`src/shared/capture_compare_timer_regs.svh`:
```
`ifndef CAPTURE_COMPARE_TIMER_REGS_SVH
`define CAPTURE_COMPARE_TIMER_REGS_SVH

// Register byte offsets on the bus
`define OFS_MODE 8'h00
`define OFS_CLK_CLR_LVL 8'h04
`define OFS_TRIG_STOP 8'h08
`define OFS_IRQ_EN 8'h0C
`define OFS_STATUS 8'h10
`define OFS_COUNTER 8'h14
`define OFS_GR_A 8'h18
`define OFS_GR_B 8'h1C
`define OFS_GR_C 8'h20
`define OFS_GR_D 8'h24
`define OFS_IO_CTRL 8'h28

// Mode register fields
`define MODE_RUN 7
`define MODE_BUF_B 5
`define MODE_BUF_A 4
`define MODE_DUAL_N 3
`define MODE_PWM_D 2
`define MODE_PWM_C 1
`define MODE_PWM_B 0
`define MODE_RESET 8'h08
`define MODE_RSVD 8'h40

// Clock, clear and initial level fields
`define CCL_CLEAR 7
`define CCL_CKS_HI 6
`define CCL_CKS_LO 4
`define CCL_LVL_HI 3
`define CCL_LVL_LO 0
`define CCL_RESET 8'h00

// Clock select codes
`define CKS_SYS 3'h0
`define CKS_DIV2 3'h1
`define CKS_DIV4 3'h2
`define CKS_DIV8 3'h3
`define CKS_DIV32 3'h4
`define CKS_EXT 3'h5
`define CKS_FAST 3'h6

// Trigger and stop fields
`define TS_EDGE_HI 7
`define TS_EDGE_LO 6
`define TS_STOP 5
`define TS_RESET 8'h00
`define TS_RSVD 8'h1F
`define EDGE_OFF 2'h0
`define EDGE_RISE 2'h1
`define EDGE_FALL 2'h2
`define EDGE_BOTH 2'h3

// Interrupt enable and status layout
`define OVF_BIT 7
`define IRQ_RESET 8'h00
`define IRQ_RSVD 8'h70
`define FLAG_MASK 8'h8F

// Per channel io nibble: bit 3 capture select, bits 1:0 action or edge
`define IO_CAP 3
`define IO_RESET 16'h0000
`define ACT_ZERO 2'h1
`define ACT_ONE 2'h2
`define ACT_TOGGLE 2'h3

`define CNT_RESET 16'h0000
`define CNT_MAX 16'hFFFF
`define GR_RESET 16'hFFFF
`define DIV_RESET 5'h00

`endif

```
`src/shared/capture_compare_timer_pkg.sv`:
```
package capture_compare_timer_pkg;

    // Whole state of the timer in one record
    typedef struct packed {
        logic [7:0] mode;          // Run, buffer, mode bits
        logic [7:0] clk_clr_lvl;   // Clear, clock select, initial levels
        logic [7:0] trig_stop;     // Trigger edge and stop on match
        logic [7:0] irq_en;        // Interrupt enables
        logic [7:0] flags;         // Status flags
        logic [7:0] armed;         // Flags seen as 1 by a status read
        logic [15:0] io_ctrl;      // Per channel compare/capture control
        logic [15:0] cnt;          // Main counter
        logic [3:0][15:0] gr;      // General registers A..D
        logic [3:0] pin_out;       // Channel pin output levels
        logic [3:0] pin_prev;      // Last sampled channel pin levels
        logic [4:0] div;           // Free running prescaler
        logic ext_prev;            // Last sampled external count pin
        logic trig_prev;           // Last sampled trigger pin
        logic ack;                 // Bus acknowledge
        logic [31:0] rdata;        // Bus read data
    } timer_state_t;

endpackage

```
`src/rtl/capture_compare_timer_ctrl.sv`:
```
// Decided for this implementation: the Wishbone interface to the registers and the placing of the registers.
`timescale 1ns/1ns
`include "capture_compare_timer_regs.svh"

// Operation
// Counter counts only while run bit set
// Dual mode stop bit halts on match A
// Buffer B pairs register D behind B
// Buffer A pairs register C behind A
// Mode bit selects dual-compare, ignores io settings
// PWM select puts channel B-D in PWM
// Clear bit clears counter on match A
// Clock select picks system or divided clock
// Code 101 counts external rising edges
// Subclock state replaces undivided system clock
// Software keeps oscillator, stops before reselect
// Level bit sets B-D start, PWM polarity
// Level bit sets A until first match
// Level bit writes reach pin immediately; the code drives the pin only for level bits whose value changes
// Trigger edge field only in dual mode
// Overflow request needs flag and enable
// Channel request needs flag and enable
// Overflow flag sets on wrap to zero
// Flag clears by zero write after read
// Compare equality sets channel flag
// Capture into register sets channel flag
// PWM or dual mode equality sets flag
// Reserved bits always read as one
// Sixteen bit counter, full access, reset zero
module capture_compare_timer_ctrl (
    input wire logic clk,                     // System clock
    input wire logic sys_rst,                 // Synchronous reset, active high
    input wire logic wb_cyc_i,                // Bus cycle
    input wire logic wb_stb_i,                // Bus strobe
    input wire logic wb_we_i,                 // Write enable
    input wire logic [7:0] wb_adr_i,          // Byte address
    input wire logic [3:0] wb_sel_i,          // Byte lanes
    input wire logic [31:0] wb_dat_i,         // Write data
    output logic [31:0] wb_dat_o,             // Read data
    output logic wb_ack_o,                    // Acknowledge
    input wire logic subclock_mode,           // Chip in subclock low-power state
    input wire logic subclock_tick,           // One pulse per subclock period
    input wire logic fast_osc_tick,           // One pulse per fast oscillator period
    input wire logic ext_count_pin,           // External count input
    input wire logic ext_trigger_pin,         // External trigger input
    input wire logic [3:0] channel_pin_in,    // Channel pins D..A, input level
    output logic [3:0] channel_pin_out,       // Channel pins D..A, output level
    output logic [3:0] channel_pin_oe_n,      // Low while the pin is driven
    output logic overflow_irq,                // Overflow request
    output logic match_irq_a,                 // Channel A request
    output logic match_irq_b,                 // Channel B request
    output logic match_irq_c,                 // Channel C request
    output logic match_irq_d                  // Channel D request
);

    capture_compare_timer_pkg::timer_state_t st_r;
    capture_compare_timer_pkg::timer_state_t st_nxt;

    // Merge written byte lanes into a 16 bit value
    function automatic logic [15:0] merge16(input logic [15:0] old, input logic [31:0] d,
                                            input logic [3:0] sel);
        merge16 = {sel[1] ? d[15:8] : old[15:8], sel[0] ? d[7:0] : old[7:0]};
    endfunction

    // Edge test on a sampled pin for a two bit edge code
    function automatic logic edge_hit(input logic prev, input logic now, input logic [1:0] e);
        edge_hit = ((e == `EDGE_RISE || e == `EDGE_BOTH) && !prev && now)
                || ((e == `EDGE_FALL || e == `EDGE_BOTH) && prev && !now);
    endfunction

    // Decoded controls
    logic run;
    logic dual;
    logic [2:0] cks;
    logic tick;
    logic req;
    logic wr;
    logic rd;
    logic [3:0] is_cap;
    logic [3:0] own_evt;
    logic [3:0] match;
    logic [3:0] cap;
    logic [3:0] chan_set;
    logic [3:0] lvl;
    logic trig;
    logic cnt_wrap;
    logic [7:0] clr_req;

    assign run = st_r.mode[`MODE_RUN];
    assign dual = !st_r.mode[`MODE_DUAL_N];
    assign cks = st_r.clk_clr_lvl[`CCL_CKS_HI:`CCL_CKS_LO];
    assign lvl = st_r.clk_clr_lvl[`CCL_LVL_HI:`CCL_LVL_LO];
    assign req = wb_cyc_i && wb_stb_i;
    // Writes land at the edge where the master sees ack
    assign wr = req && st_r.ack && wb_we_i;
    assign rd = req && !st_r.ack && !wb_we_i;

    // Count source; a stopped counter ignores every tick
    always_comb
    begin
        case (cks)
            `CKS_SYS: tick = subclock_mode ? subclock_tick : 1'b1;
            `CKS_DIV2: tick = &st_r.div[0:0];
            `CKS_DIV4: tick = &st_r.div[1:0];
            `CKS_DIV8: tick = &st_r.div[2:0];
            `CKS_DIV32: tick = &st_r.div[4:0];
            `CKS_EXT: tick = ext_count_pin && !st_r.ext_prev;
            `CKS_FAST: tick = fast_osc_tick;
            default: tick = 1'b0; // Reserved code never counts
        endcase
        tick = tick && run;
    end

    // Channel events: compare on a counting edge, capture on a pin edge
    always_comb
    begin
        for (int i = 0; i < 4; i++)
        begin
            // Dual-compare mode forces every channel to compare
            is_cap[i] = !dual && st_r.io_ctrl[4*i+`IO_CAP];
            match[i] = tick && (st_r.cnt == st_r.gr[i]) && !is_cap[i];
            cap[i] = is_cap[i] && (st_r.io_ctrl[4*i+1] ? (st_r.pin_prev[i] != channel_pin_in[i])
                : edge_hit(st_r.pin_prev[i], channel_pin_in[i],
                           st_r.io_ctrl[4*i] ? `EDGE_FALL : `EDGE_RISE));
        end
        // A buffering register raises no flags or captures; its match still drives its pin in PWM mode
        own_evt = {!st_r.mode[`MODE_BUF_B], !st_r.mode[`MODE_BUF_A], 2'b11};
        chan_set = (match | cap) & own_evt;
        cnt_wrap = tick && (st_r.cnt == `CNT_MAX)
                && !(st_r.clk_clr_lvl[`CCL_CLEAR] && match[0]);
        trig = dual && edge_hit(st_r.trig_prev, ext_trigger_pin,
                                st_r.trig_stop[`TS_EDGE_HI:`TS_EDGE_LO]);
    end

    // Next state of the whole block
    always_comb
    begin
        st_nxt = st_r;
        clr_req = 8'h00;
        st_nxt.div = st_r.div + 5'h01;
        st_nxt.ext_prev = ext_count_pin;
        st_nxt.trig_prev = ext_trigger_pin;
        st_nxt.pin_prev = channel_pin_in;
        st_nxt.ack = req && !st_r.ack;

        // Counter: clear on match A or free run with wrap
        if (tick)
        begin
            if (st_r.clk_clr_lvl[`CCL_CLEAR] && match[0])
                st_nxt.cnt = `CNT_RESET;
            else
                st_nxt.cnt = st_r.cnt + 16'h0001;
        end

        // Trigger edge restarts counting in dual-compare mode
        if (trig)
            st_nxt.mode[`MODE_RUN] = 1'b1;
        // Stop on match A only applies in dual-compare mode
        if (dual && st_r.trig_stop[`TS_STOP] && match[0])
            st_nxt.mode[`MODE_RUN] = 1'b0;

        // Captures, with paired buffer taking the old value
        for (int i = 0; i < 2; i++)
        begin
            if (cap[i])
            begin
                if (st_r.mode[`MODE_BUF_A + i])
                    st_nxt.gr[i+2] = st_r.gr[i];
                st_nxt.gr[i] = st_r.cnt;
            end
            else if (match[i] && st_r.mode[`MODE_BUF_A + i])
                st_nxt.gr[i] = st_r.gr[i+2];
        end
        for (int i = 2; i < 4; i++)
        begin
            if (cap[i] && own_evt[i])
                st_nxt.gr[i] = st_r.cnt;
        end

        // Pin outputs
        if (dual)
        begin
            // Channel B pulses between match B and match A
            if (match[1])
                st_nxt.pin_out[1] = !lvl[1];
            if (match[0])
                st_nxt.pin_out[1] = lvl[1];
        end
        else
        begin
            for (int i = 0; i < 4; i++)
            begin
                if (i > 0 && st_r.mode[`MODE_PWM_B + i - 1])
                begin
                    // PWM: level bit sets polarity, period from match A
                    if (match[0])
                        st_nxt.pin_out[i] = lvl[i];
                    if (match[i])
                        st_nxt.pin_out[i] = !lvl[i];
                end
                else if (match[i] && own_evt[i])
                begin
                    case (st_r.io_ctrl[4*i +: 2])
                        `ACT_ZERO: st_nxt.pin_out[i] = 1'b0;
                        `ACT_ONE: st_nxt.pin_out[i] = 1'b1;
                        `ACT_TOGGLE: st_nxt.pin_out[i] = !st_r.pin_out[i];
                        default: st_nxt.pin_out[i] = st_r.pin_out[i];
                    endcase
                end
            end
        end

        // Flags are set by hardware events
        st_nxt.flags[`OVF_BIT] = st_r.flags[`OVF_BIT] || cnt_wrap;
        st_nxt.flags[3:0] = st_r.flags[3:0] | chan_set;

        // Bus reads: latch data, arm flags read as one
        if (rd && wb_adr_i == `OFS_STATUS)
            st_nxt.armed = st_r.armed | (st_r.flags & `FLAG_MASK);

        // Bus writes: software write wins over counting on the same edge
        if (wr)
        begin
            case (wb_adr_i)
                `OFS_MODE:
                    if (wb_sel_i[0])
                        st_nxt.mode = wb_dat_i[7:0] & ~`MODE_RSVD;
                `OFS_CLK_CLR_LVL:
                    if (wb_sel_i[0])
                    begin
                        st_nxt.clk_clr_lvl = wb_dat_i[7:0];
                        for (int i = 0; i < 4; i++)
                        begin
                            // A changed level bit drives the pin at once
                            if (wb_dat_i[`CCL_LVL_LO + i] != lvl[i])
                                st_nxt.pin_out[i] = wb_dat_i[`CCL_LVL_LO + i];
                        end
                    end
                `OFS_TRIG_STOP:
                    if (wb_sel_i[0])
                        st_nxt.trig_stop = wb_dat_i[7:0] & ~`TS_RSVD;
                `OFS_IRQ_EN:
                    if (wb_sel_i[0])
                        st_nxt.irq_en = wb_dat_i[7:0] & ~`IRQ_RSVD;
                `OFS_STATUS:
                    if (wb_sel_i[0])
                    begin
                        // Zero clears only a flag armed by a read
                        clr_req = ~wb_dat_i[7:0] & st_r.armed & `FLAG_MASK;
                        st_nxt.armed = 8'h00;
                    end
                `OFS_COUNTER:
                    // Partial writes would tear the counter, so they are dropped
                    if (wb_sel_i[1:0] == 2'b11)
                        st_nxt.cnt = wb_dat_i[15:0];
                `OFS_GR_A: st_nxt.gr[0] = merge16(st_r.gr[0], wb_dat_i, wb_sel_i);
                `OFS_GR_B: st_nxt.gr[1] = merge16(st_r.gr[1], wb_dat_i, wb_sel_i);
                `OFS_GR_C: st_nxt.gr[2] = merge16(st_r.gr[2], wb_dat_i, wb_sel_i);
                `OFS_GR_D: st_nxt.gr[3] = merge16(st_r.gr[3], wb_dat_i, wb_sel_i);
                `OFS_IO_CTRL: st_nxt.io_ctrl = merge16(st_r.io_ctrl, wb_dat_i, wb_sel_i);
                default: st_nxt.mode = st_nxt.mode; // Unmapped writes ignored
            endcase
        end
        // A new event in the clearing cycle keeps its flag
        st_nxt.flags = (st_r.flags & ~clr_req) | {cnt_wrap, 3'b000, chan_set};

        // Read data captured as ack rises
        st_nxt.rdata = 32'h0000_0000;
        if (rd)
        begin
            case (wb_adr_i)
                `OFS_MODE: st_nxt.rdata[7:0] = st_r.mode | `MODE_RSVD;
                `OFS_CLK_CLR_LVL: st_nxt.rdata[7:0] = st_r.clk_clr_lvl;
                `OFS_TRIG_STOP: st_nxt.rdata[7:0] = st_r.trig_stop | `TS_RSVD;
                `OFS_IRQ_EN: st_nxt.rdata[7:0] = st_r.irq_en | `IRQ_RSVD;
                `OFS_STATUS: st_nxt.rdata[7:0] = st_r.flags | `IRQ_RSVD;
                `OFS_COUNTER: st_nxt.rdata[15:0] = st_r.cnt;
                `OFS_GR_A: st_nxt.rdata[15:0] = st_r.gr[0];
                `OFS_GR_B: st_nxt.rdata[15:0] = st_r.gr[1];
                `OFS_GR_C: st_nxt.rdata[15:0] = st_r.gr[2];
                `OFS_GR_D: st_nxt.rdata[15:0] = st_r.gr[3];
                `OFS_IO_CTRL: st_nxt.rdata[15:0] = st_r.io_ctrl;
                default: st_nxt.rdata = 32'h0000_0000; // Unmapped reads zero
            endcase
        end
    end

    // Register the whole state
    always_ff @(posedge clk)
    begin
        if (sys_rst)
        begin
            st_r.mode <= `MODE_RESET;
            st_r.clk_clr_lvl <= `CCL_RESET;
            st_r.trig_stop <= `TS_RESET;
            st_r.irq_en <= `IRQ_RESET;
            st_r.flags <= 8'h00;
            st_r.armed <= 8'h00;
            st_r.io_ctrl <= `IO_RESET;
            st_r.cnt <= `CNT_RESET;
            st_r.gr <= {4{`GR_RESET}};
            st_r.pin_out <= 4'h0;
            st_r.pin_prev <= 4'h0;
            st_r.div <= `DIV_RESET;
            st_r.ext_prev <= 1'b0;
            st_r.trig_prev <= 1'b0;
            st_r.ack <= 1'b0;
            st_r.rdata <= 32'h0000_0000;
        end
        else
        begin
            st_r <= st_nxt;
        end
    end

    // Outputs; capture channels release their pins
    assign wb_dat_o = st_r.rdata;
    assign wb_ack_o = st_r.ack;
    assign channel_pin_out = st_r.pin_out;
    assign channel_pin_oe_n = {is_cap[3:2], is_cap[1] && !dual, is_cap[0] || dual};
    assign overflow_irq = st_r.flags[`OVF_BIT] && st_r.irq_en[`OVF_BIT];
    assign match_irq_a = st_r.flags[0] && st_r.irq_en[0];
    assign match_irq_b = st_r.flags[1] && st_r.irq_en[1];
    assign match_irq_c = st_r.flags[2] && st_r.irq_en[2];
    assign match_irq_d = st_r.flags[3] && st_r.irq_en[3];

endmodule

```
`config.mk`:
```
export PLATFORM = sky130hd
export DESIGN_NAME = capture_compare_timer_ctrl
export DESIGN_NICKNAME = d
export VERILOG_FILES = /design/src/shared/capture_compare_timer_pkg.sv /design/src/rtl/capture_compare_timer_ctrl.sv
export VERILOG_INCLUDE_DIRS = /design/src /design/src/shared
export SDC_FILE = /design/constraint.sdc
export NUM_CORES = 1
export LEC_CHECK = 0
export BUFFER_PORTS_ARGS = -buffer_cell sky130_fd_sc_hd__buf_2
export CAP_MARGIN = 40
export CELL_PAD_IN_SITES_DETAIL_PLACEMENT = 1
export CELL_PAD_IN_SITES_GLOBAL_PLACEMENT = 2
export CORE_MARGIN = 1.5
export CORE_UTILIZATION = 35
export DETAILED_ROUTE_END_ITERATION = 6
export GPL_ROUTABILITY_DRIVEN = 1
export PLACE_DENSITY = 0.86
export SLEW_MARGIN = 5
export SYNTH_ARGS = -nofsm -noshare
export SYNTH_HDL_FRONTEND = slang
export SYNTH_SLANG_ARGS = --single-unit
```
`constraint.sdc`:
```
create_clock -name clk -period 3.4 [get_ports clk]
set_input_delay 1.02 -clock clk [delete_from_list [all_inputs] [get_ports clk]]
set_output_delay 1.02 -clock clk [all_outputs]
set_load 0.05 [all_outputs]
```
==> summary.txt <==
Run status
  – Status: completed

STA
  – Rel. slew slack: between 40% and 50%
  – Slew Viols, Final: 0
  – Hold Violations, Final: 0
  – Min Clock Period, post-route: 2.90 ns
  – RSZ-0062 raised after global routing: false
  – Worst slew pin tran: 0.882 ns
  – Count of final setup violators: 0
  – TNS Setup: 0 ns
  – Final Cycle Share: between 80% and 90%
  – Fmax: 0.344 GHz
  – Worst hold margin: 0.467 ns
  – Worst Skew: roughly 0.018 ns

Worst setup path
  – Worst Setup Start Kind: register
  – Worst r2r dst: st_r[159]
  – FF-to-FF setup slack: roughly 0.5 ns
  – Reg2Reg Launch Point: st_r[114]
  – Required time of the critical path: between 3 and 4 ns
  – CP max-delay cell: dfxtp_1
  – Crit Path Max Fanout: 13
  – Delay-heaviest family, CP: simple AND/OR/NAND/NOR gates
  – CP peak stage delay: 0.74 ns
  – Most used cell, CP: nand4_1
  – Worst-case reg-to-reg path depth: 7
  – Critical-path cell list: xnor2_1 > nand4_1 > nor4_1 > and4_1 > nand2_1 > nand4_1 > a21oi_1
  – Critical Path End Type: register
  – Buf/Inv on CP: 0
  – Critical Path AT: 3.22 ns
  – Crit Path Category: reg -> reg

Detailed routing
  – Antenna-violating nets left: 0
  – 1st-iter DRT viols: 1184
  – Vias: 10339
  – Wire per inst: 25.2 um
  – First-pass iteration count of the detailed router: 6
  – Routed WL: about 42000 um
  – Vias per inst: 6.19
  – Residual DRC: 0

Pwr
  – Maximum vdd drop: 0.321 mV
  – Pwr dens: approximately 370 nW/um^2
  – P_leak: 4.07 nW

Min path
  – WHS Endpoint: st_r[134]
  – HP Start: st_r[134]
  – WHS Path Cells: 2
  – HP Class: reg -> reg

Yosys
  – Register area share after synthesis: 32.8%
  – Post-synthesis cell area: 9810 sq um
  – Gate Count Post-Synth: ~1200
  – Flops & latches, synth: 161
  – Top FF cell, synth: dfxtp_1
  – Synth warnings: 0
  – Avg Cell Area, Syn: 7.95 sq um
  – EDFF count, synth: 0
  – Netlist cell types: 72
  – FFs w/ async S/R, synth: 0%

Clock tree
  – CTS clk-pin slew, worst paths: 0.08 ns
  – Resize count post-CTS: 0
  – Num CTS Buffers: 17
  – Post-CTS Setup Bufs: 0
  – CTS Buffer Depth: 2
  – CTS Hold Bufs: 0
  – Clock sinks: 161
  – H-tree Lvls: 4
  – CTS tree: done
  – Skew-Pair Late Insertion Delay: 0.45 ns
  – Clock Tree Root: clkbuf_16

GRT
  – First-pass GRT wire length: between 60000 and 70000 um
  – Total grt overflow: 0
  – Via count of the first global-routing pass: approximately 10000
  – Initial antenna violation count: 2
  – Largest net degree at the start of global routing: 121
  – All-Layer GR Usage: 29.6%

Floorplanning
  – Die footprint: 29000 sq um
  – Cell Rows: 61
  – Initial Utilization: between 30% and 40%
  – Die H: 170 um
  – Chip width: approximately 170 um
  – Core Box Area: 27700 sq um
  – Io pins: 104

Cells and area
  – Area growth syn-to-layout: 14.9%
  – Layout cells sized above 1: between 10% and 20%
  – N_diodes: 0
  – Final nets: 1340

Run
  – Max-cap viol count: 0

Placement
  – DP Wirelength: just under 30000 um
  – Port-buffer cells: 69
  – Gpl congestion: just over 0.9
[how the worst max path moves through the flow]
| stage | startpoint | to | slack [ns] | depth (start not counted) |
|---|---|---|---|---|
| 2_1_floorplan | subclock_mode | st_r[55] | 0.32 | 8 |
| 3_3_place_gp | subclock_mode | channel_pin_out[3] | 0.26 | 9 |
| 3_5_place_dp | subclock_mode | st_r[55] | 0.21 | 9 |
| 4_1_cts | st_r[114] | st_r[124] | 0.55 | 8 |
| 5_1_grt | st_r[114] | st_r[120] | 0.39 | 8 |
| 6_report | st_r[114] | st_r[159] | 0.50 | 7 |
[worst reg2reg max path, delay by kind of cell (launching register included)]
family                    cells  cell delay [ns]
and+or+nand+nor               5             1.69
DFF                           1             0.74
xor gates and xnor gates      1             0.25
AOI/OAI and AO/OA             1             0.11
[where the power goes]
| group | switching, mW | internal, mW |
|---|---|---|
| clock network | 0.983 | 1.06 |
| logic | 0.172 | 0.0581 |
| registers | 0.00521 | 1.89 |
| total | 1.16 | 3.01 |
[state kept, by name (all words and copies together) (netlist names)]
name             count
st_r               132
wb_dat_o            16
channel_pin_out      4
lvl                  4
cks                  3
run                  1
wb_ack_o             1
[through the flow]
step	std cells	util (%)	power, mW	area, sq um	setup WS [ns]
2_1_floorplan	1249	-	2.09	9870	0.321
3_3_place_gp	1637	38.5	2.16	10700	0.264
3_5_place_dp	1637	38.5	2.17	10700	0.212
4_1_cts	1669	40.7	4.19	11300	0.548
5_1_grt	1669	40.7	4.29	11300	0.385
6_report	1669	40.7	4.17	11300	0.496
[layout by cell type, fill, tap and decap left out, drive strengths merged, types with 21 or more instances in the layout]
master and instances:
nor3 23, a221oi 29, mux2i 40, o21ai 89, a22oi 29, nand2 106
xnor2 60, inv 48, buf 139, a22o 45, a31oi 25, nand4 21
nor2 62, dfxtp 161, xor2 23, nand3 41, a21oi 118
[logic make-up after synthesis]
group | share of synthesized area [%]
compound gates | 28.4
xor+xnor | 7.41
fa+ha+maj | 0.510
buf+inv | 8.17
flops | 32.8
mux | 4.20
other cells | 0.0382
simple gates | 18.4
[Yosys cell counts (4+ instances only)]
| library cell | number | share of area (%) |
|---|---|---|
| and2_1 | 16 | 1.0 |
| nor2_1 | 61 | 2.3 |
| a211oi_1 | 8 | 0.61 |
| buf_1 | 6 | 0.23 |
| xnor2_1 | 60 | 5.4 |
| clkbuf_1 | 71 | 2.7 |
| buf_2 | 13 | 0.66 |
| xor2_1 | 23 | 2.1 |
| nand3_1 | 41 | 2.1 |
| nand3b_1 | 6 | 0.46 |
| nor3_1 | 22 | 1.1 |
| buf_4 | 36 | 2.8 |
| a31oi_1 | 25 | 1.6 |
| a222oi_1 | 5 | 0.51 |
| and4_1 | 5 | 0.45 |
| mux2i_1 | 40 | 4.1 |
| a22oi_1 | 29 | 2.2 |
| ha_1 | 4 | 0.51 |
| nand4_1 | 20 | 1.3 |
| inv_1 | 39 | 1.5 |
| a211o_1 | 17 | 1.5 |
| a32oi_1 | 14 | 1.2 |
| nor2b_1 | 11 | 0.70 |
| o211ai_1 | 15 | 1.1 |
| a22o_1 | 45 | 4.0 |
| and3_1 | 8 | 0.51 |
| nor4_1 | 9 | 0.57 |
| o21ai_0 | 89 | 4.5 |
| a21oi_1 | 118 | 6.0 |
| nand2b_1 | 15 | 0.96 |
| dfxtp_1 | 161 | 33 |
| or3_1 | 16 | 1.0 |
| nand2_1 | 106 | 4.1 |
| a221oi_1 | 29 | 2.6 |
[area by class of cell]
type / instances / area, sq um
Clock buffer: 17 / 425
Clock inverter: 15 / 184
Fill cell: 3389 / 16400
Inverter: 40 / 150
Multi-Input combinational cell: 919 / 5870
Sequential cell: 161 / 3220
Tap cell: 378 / 473
Timing Repair Buffer: 139 / 948
[layer usage]
metal / vias up / track usage (%) / wire length [um]
met5: - / 0 / 0
met4: 0 / 12.6 / 1580
met3: 92 / 5.21 / 3300
met2: 532 / 47.7 / 19300
met1: 5119 / 38.8 / 17900
li1: 4596 / - / -
Power figures use the tool's default switching activity.
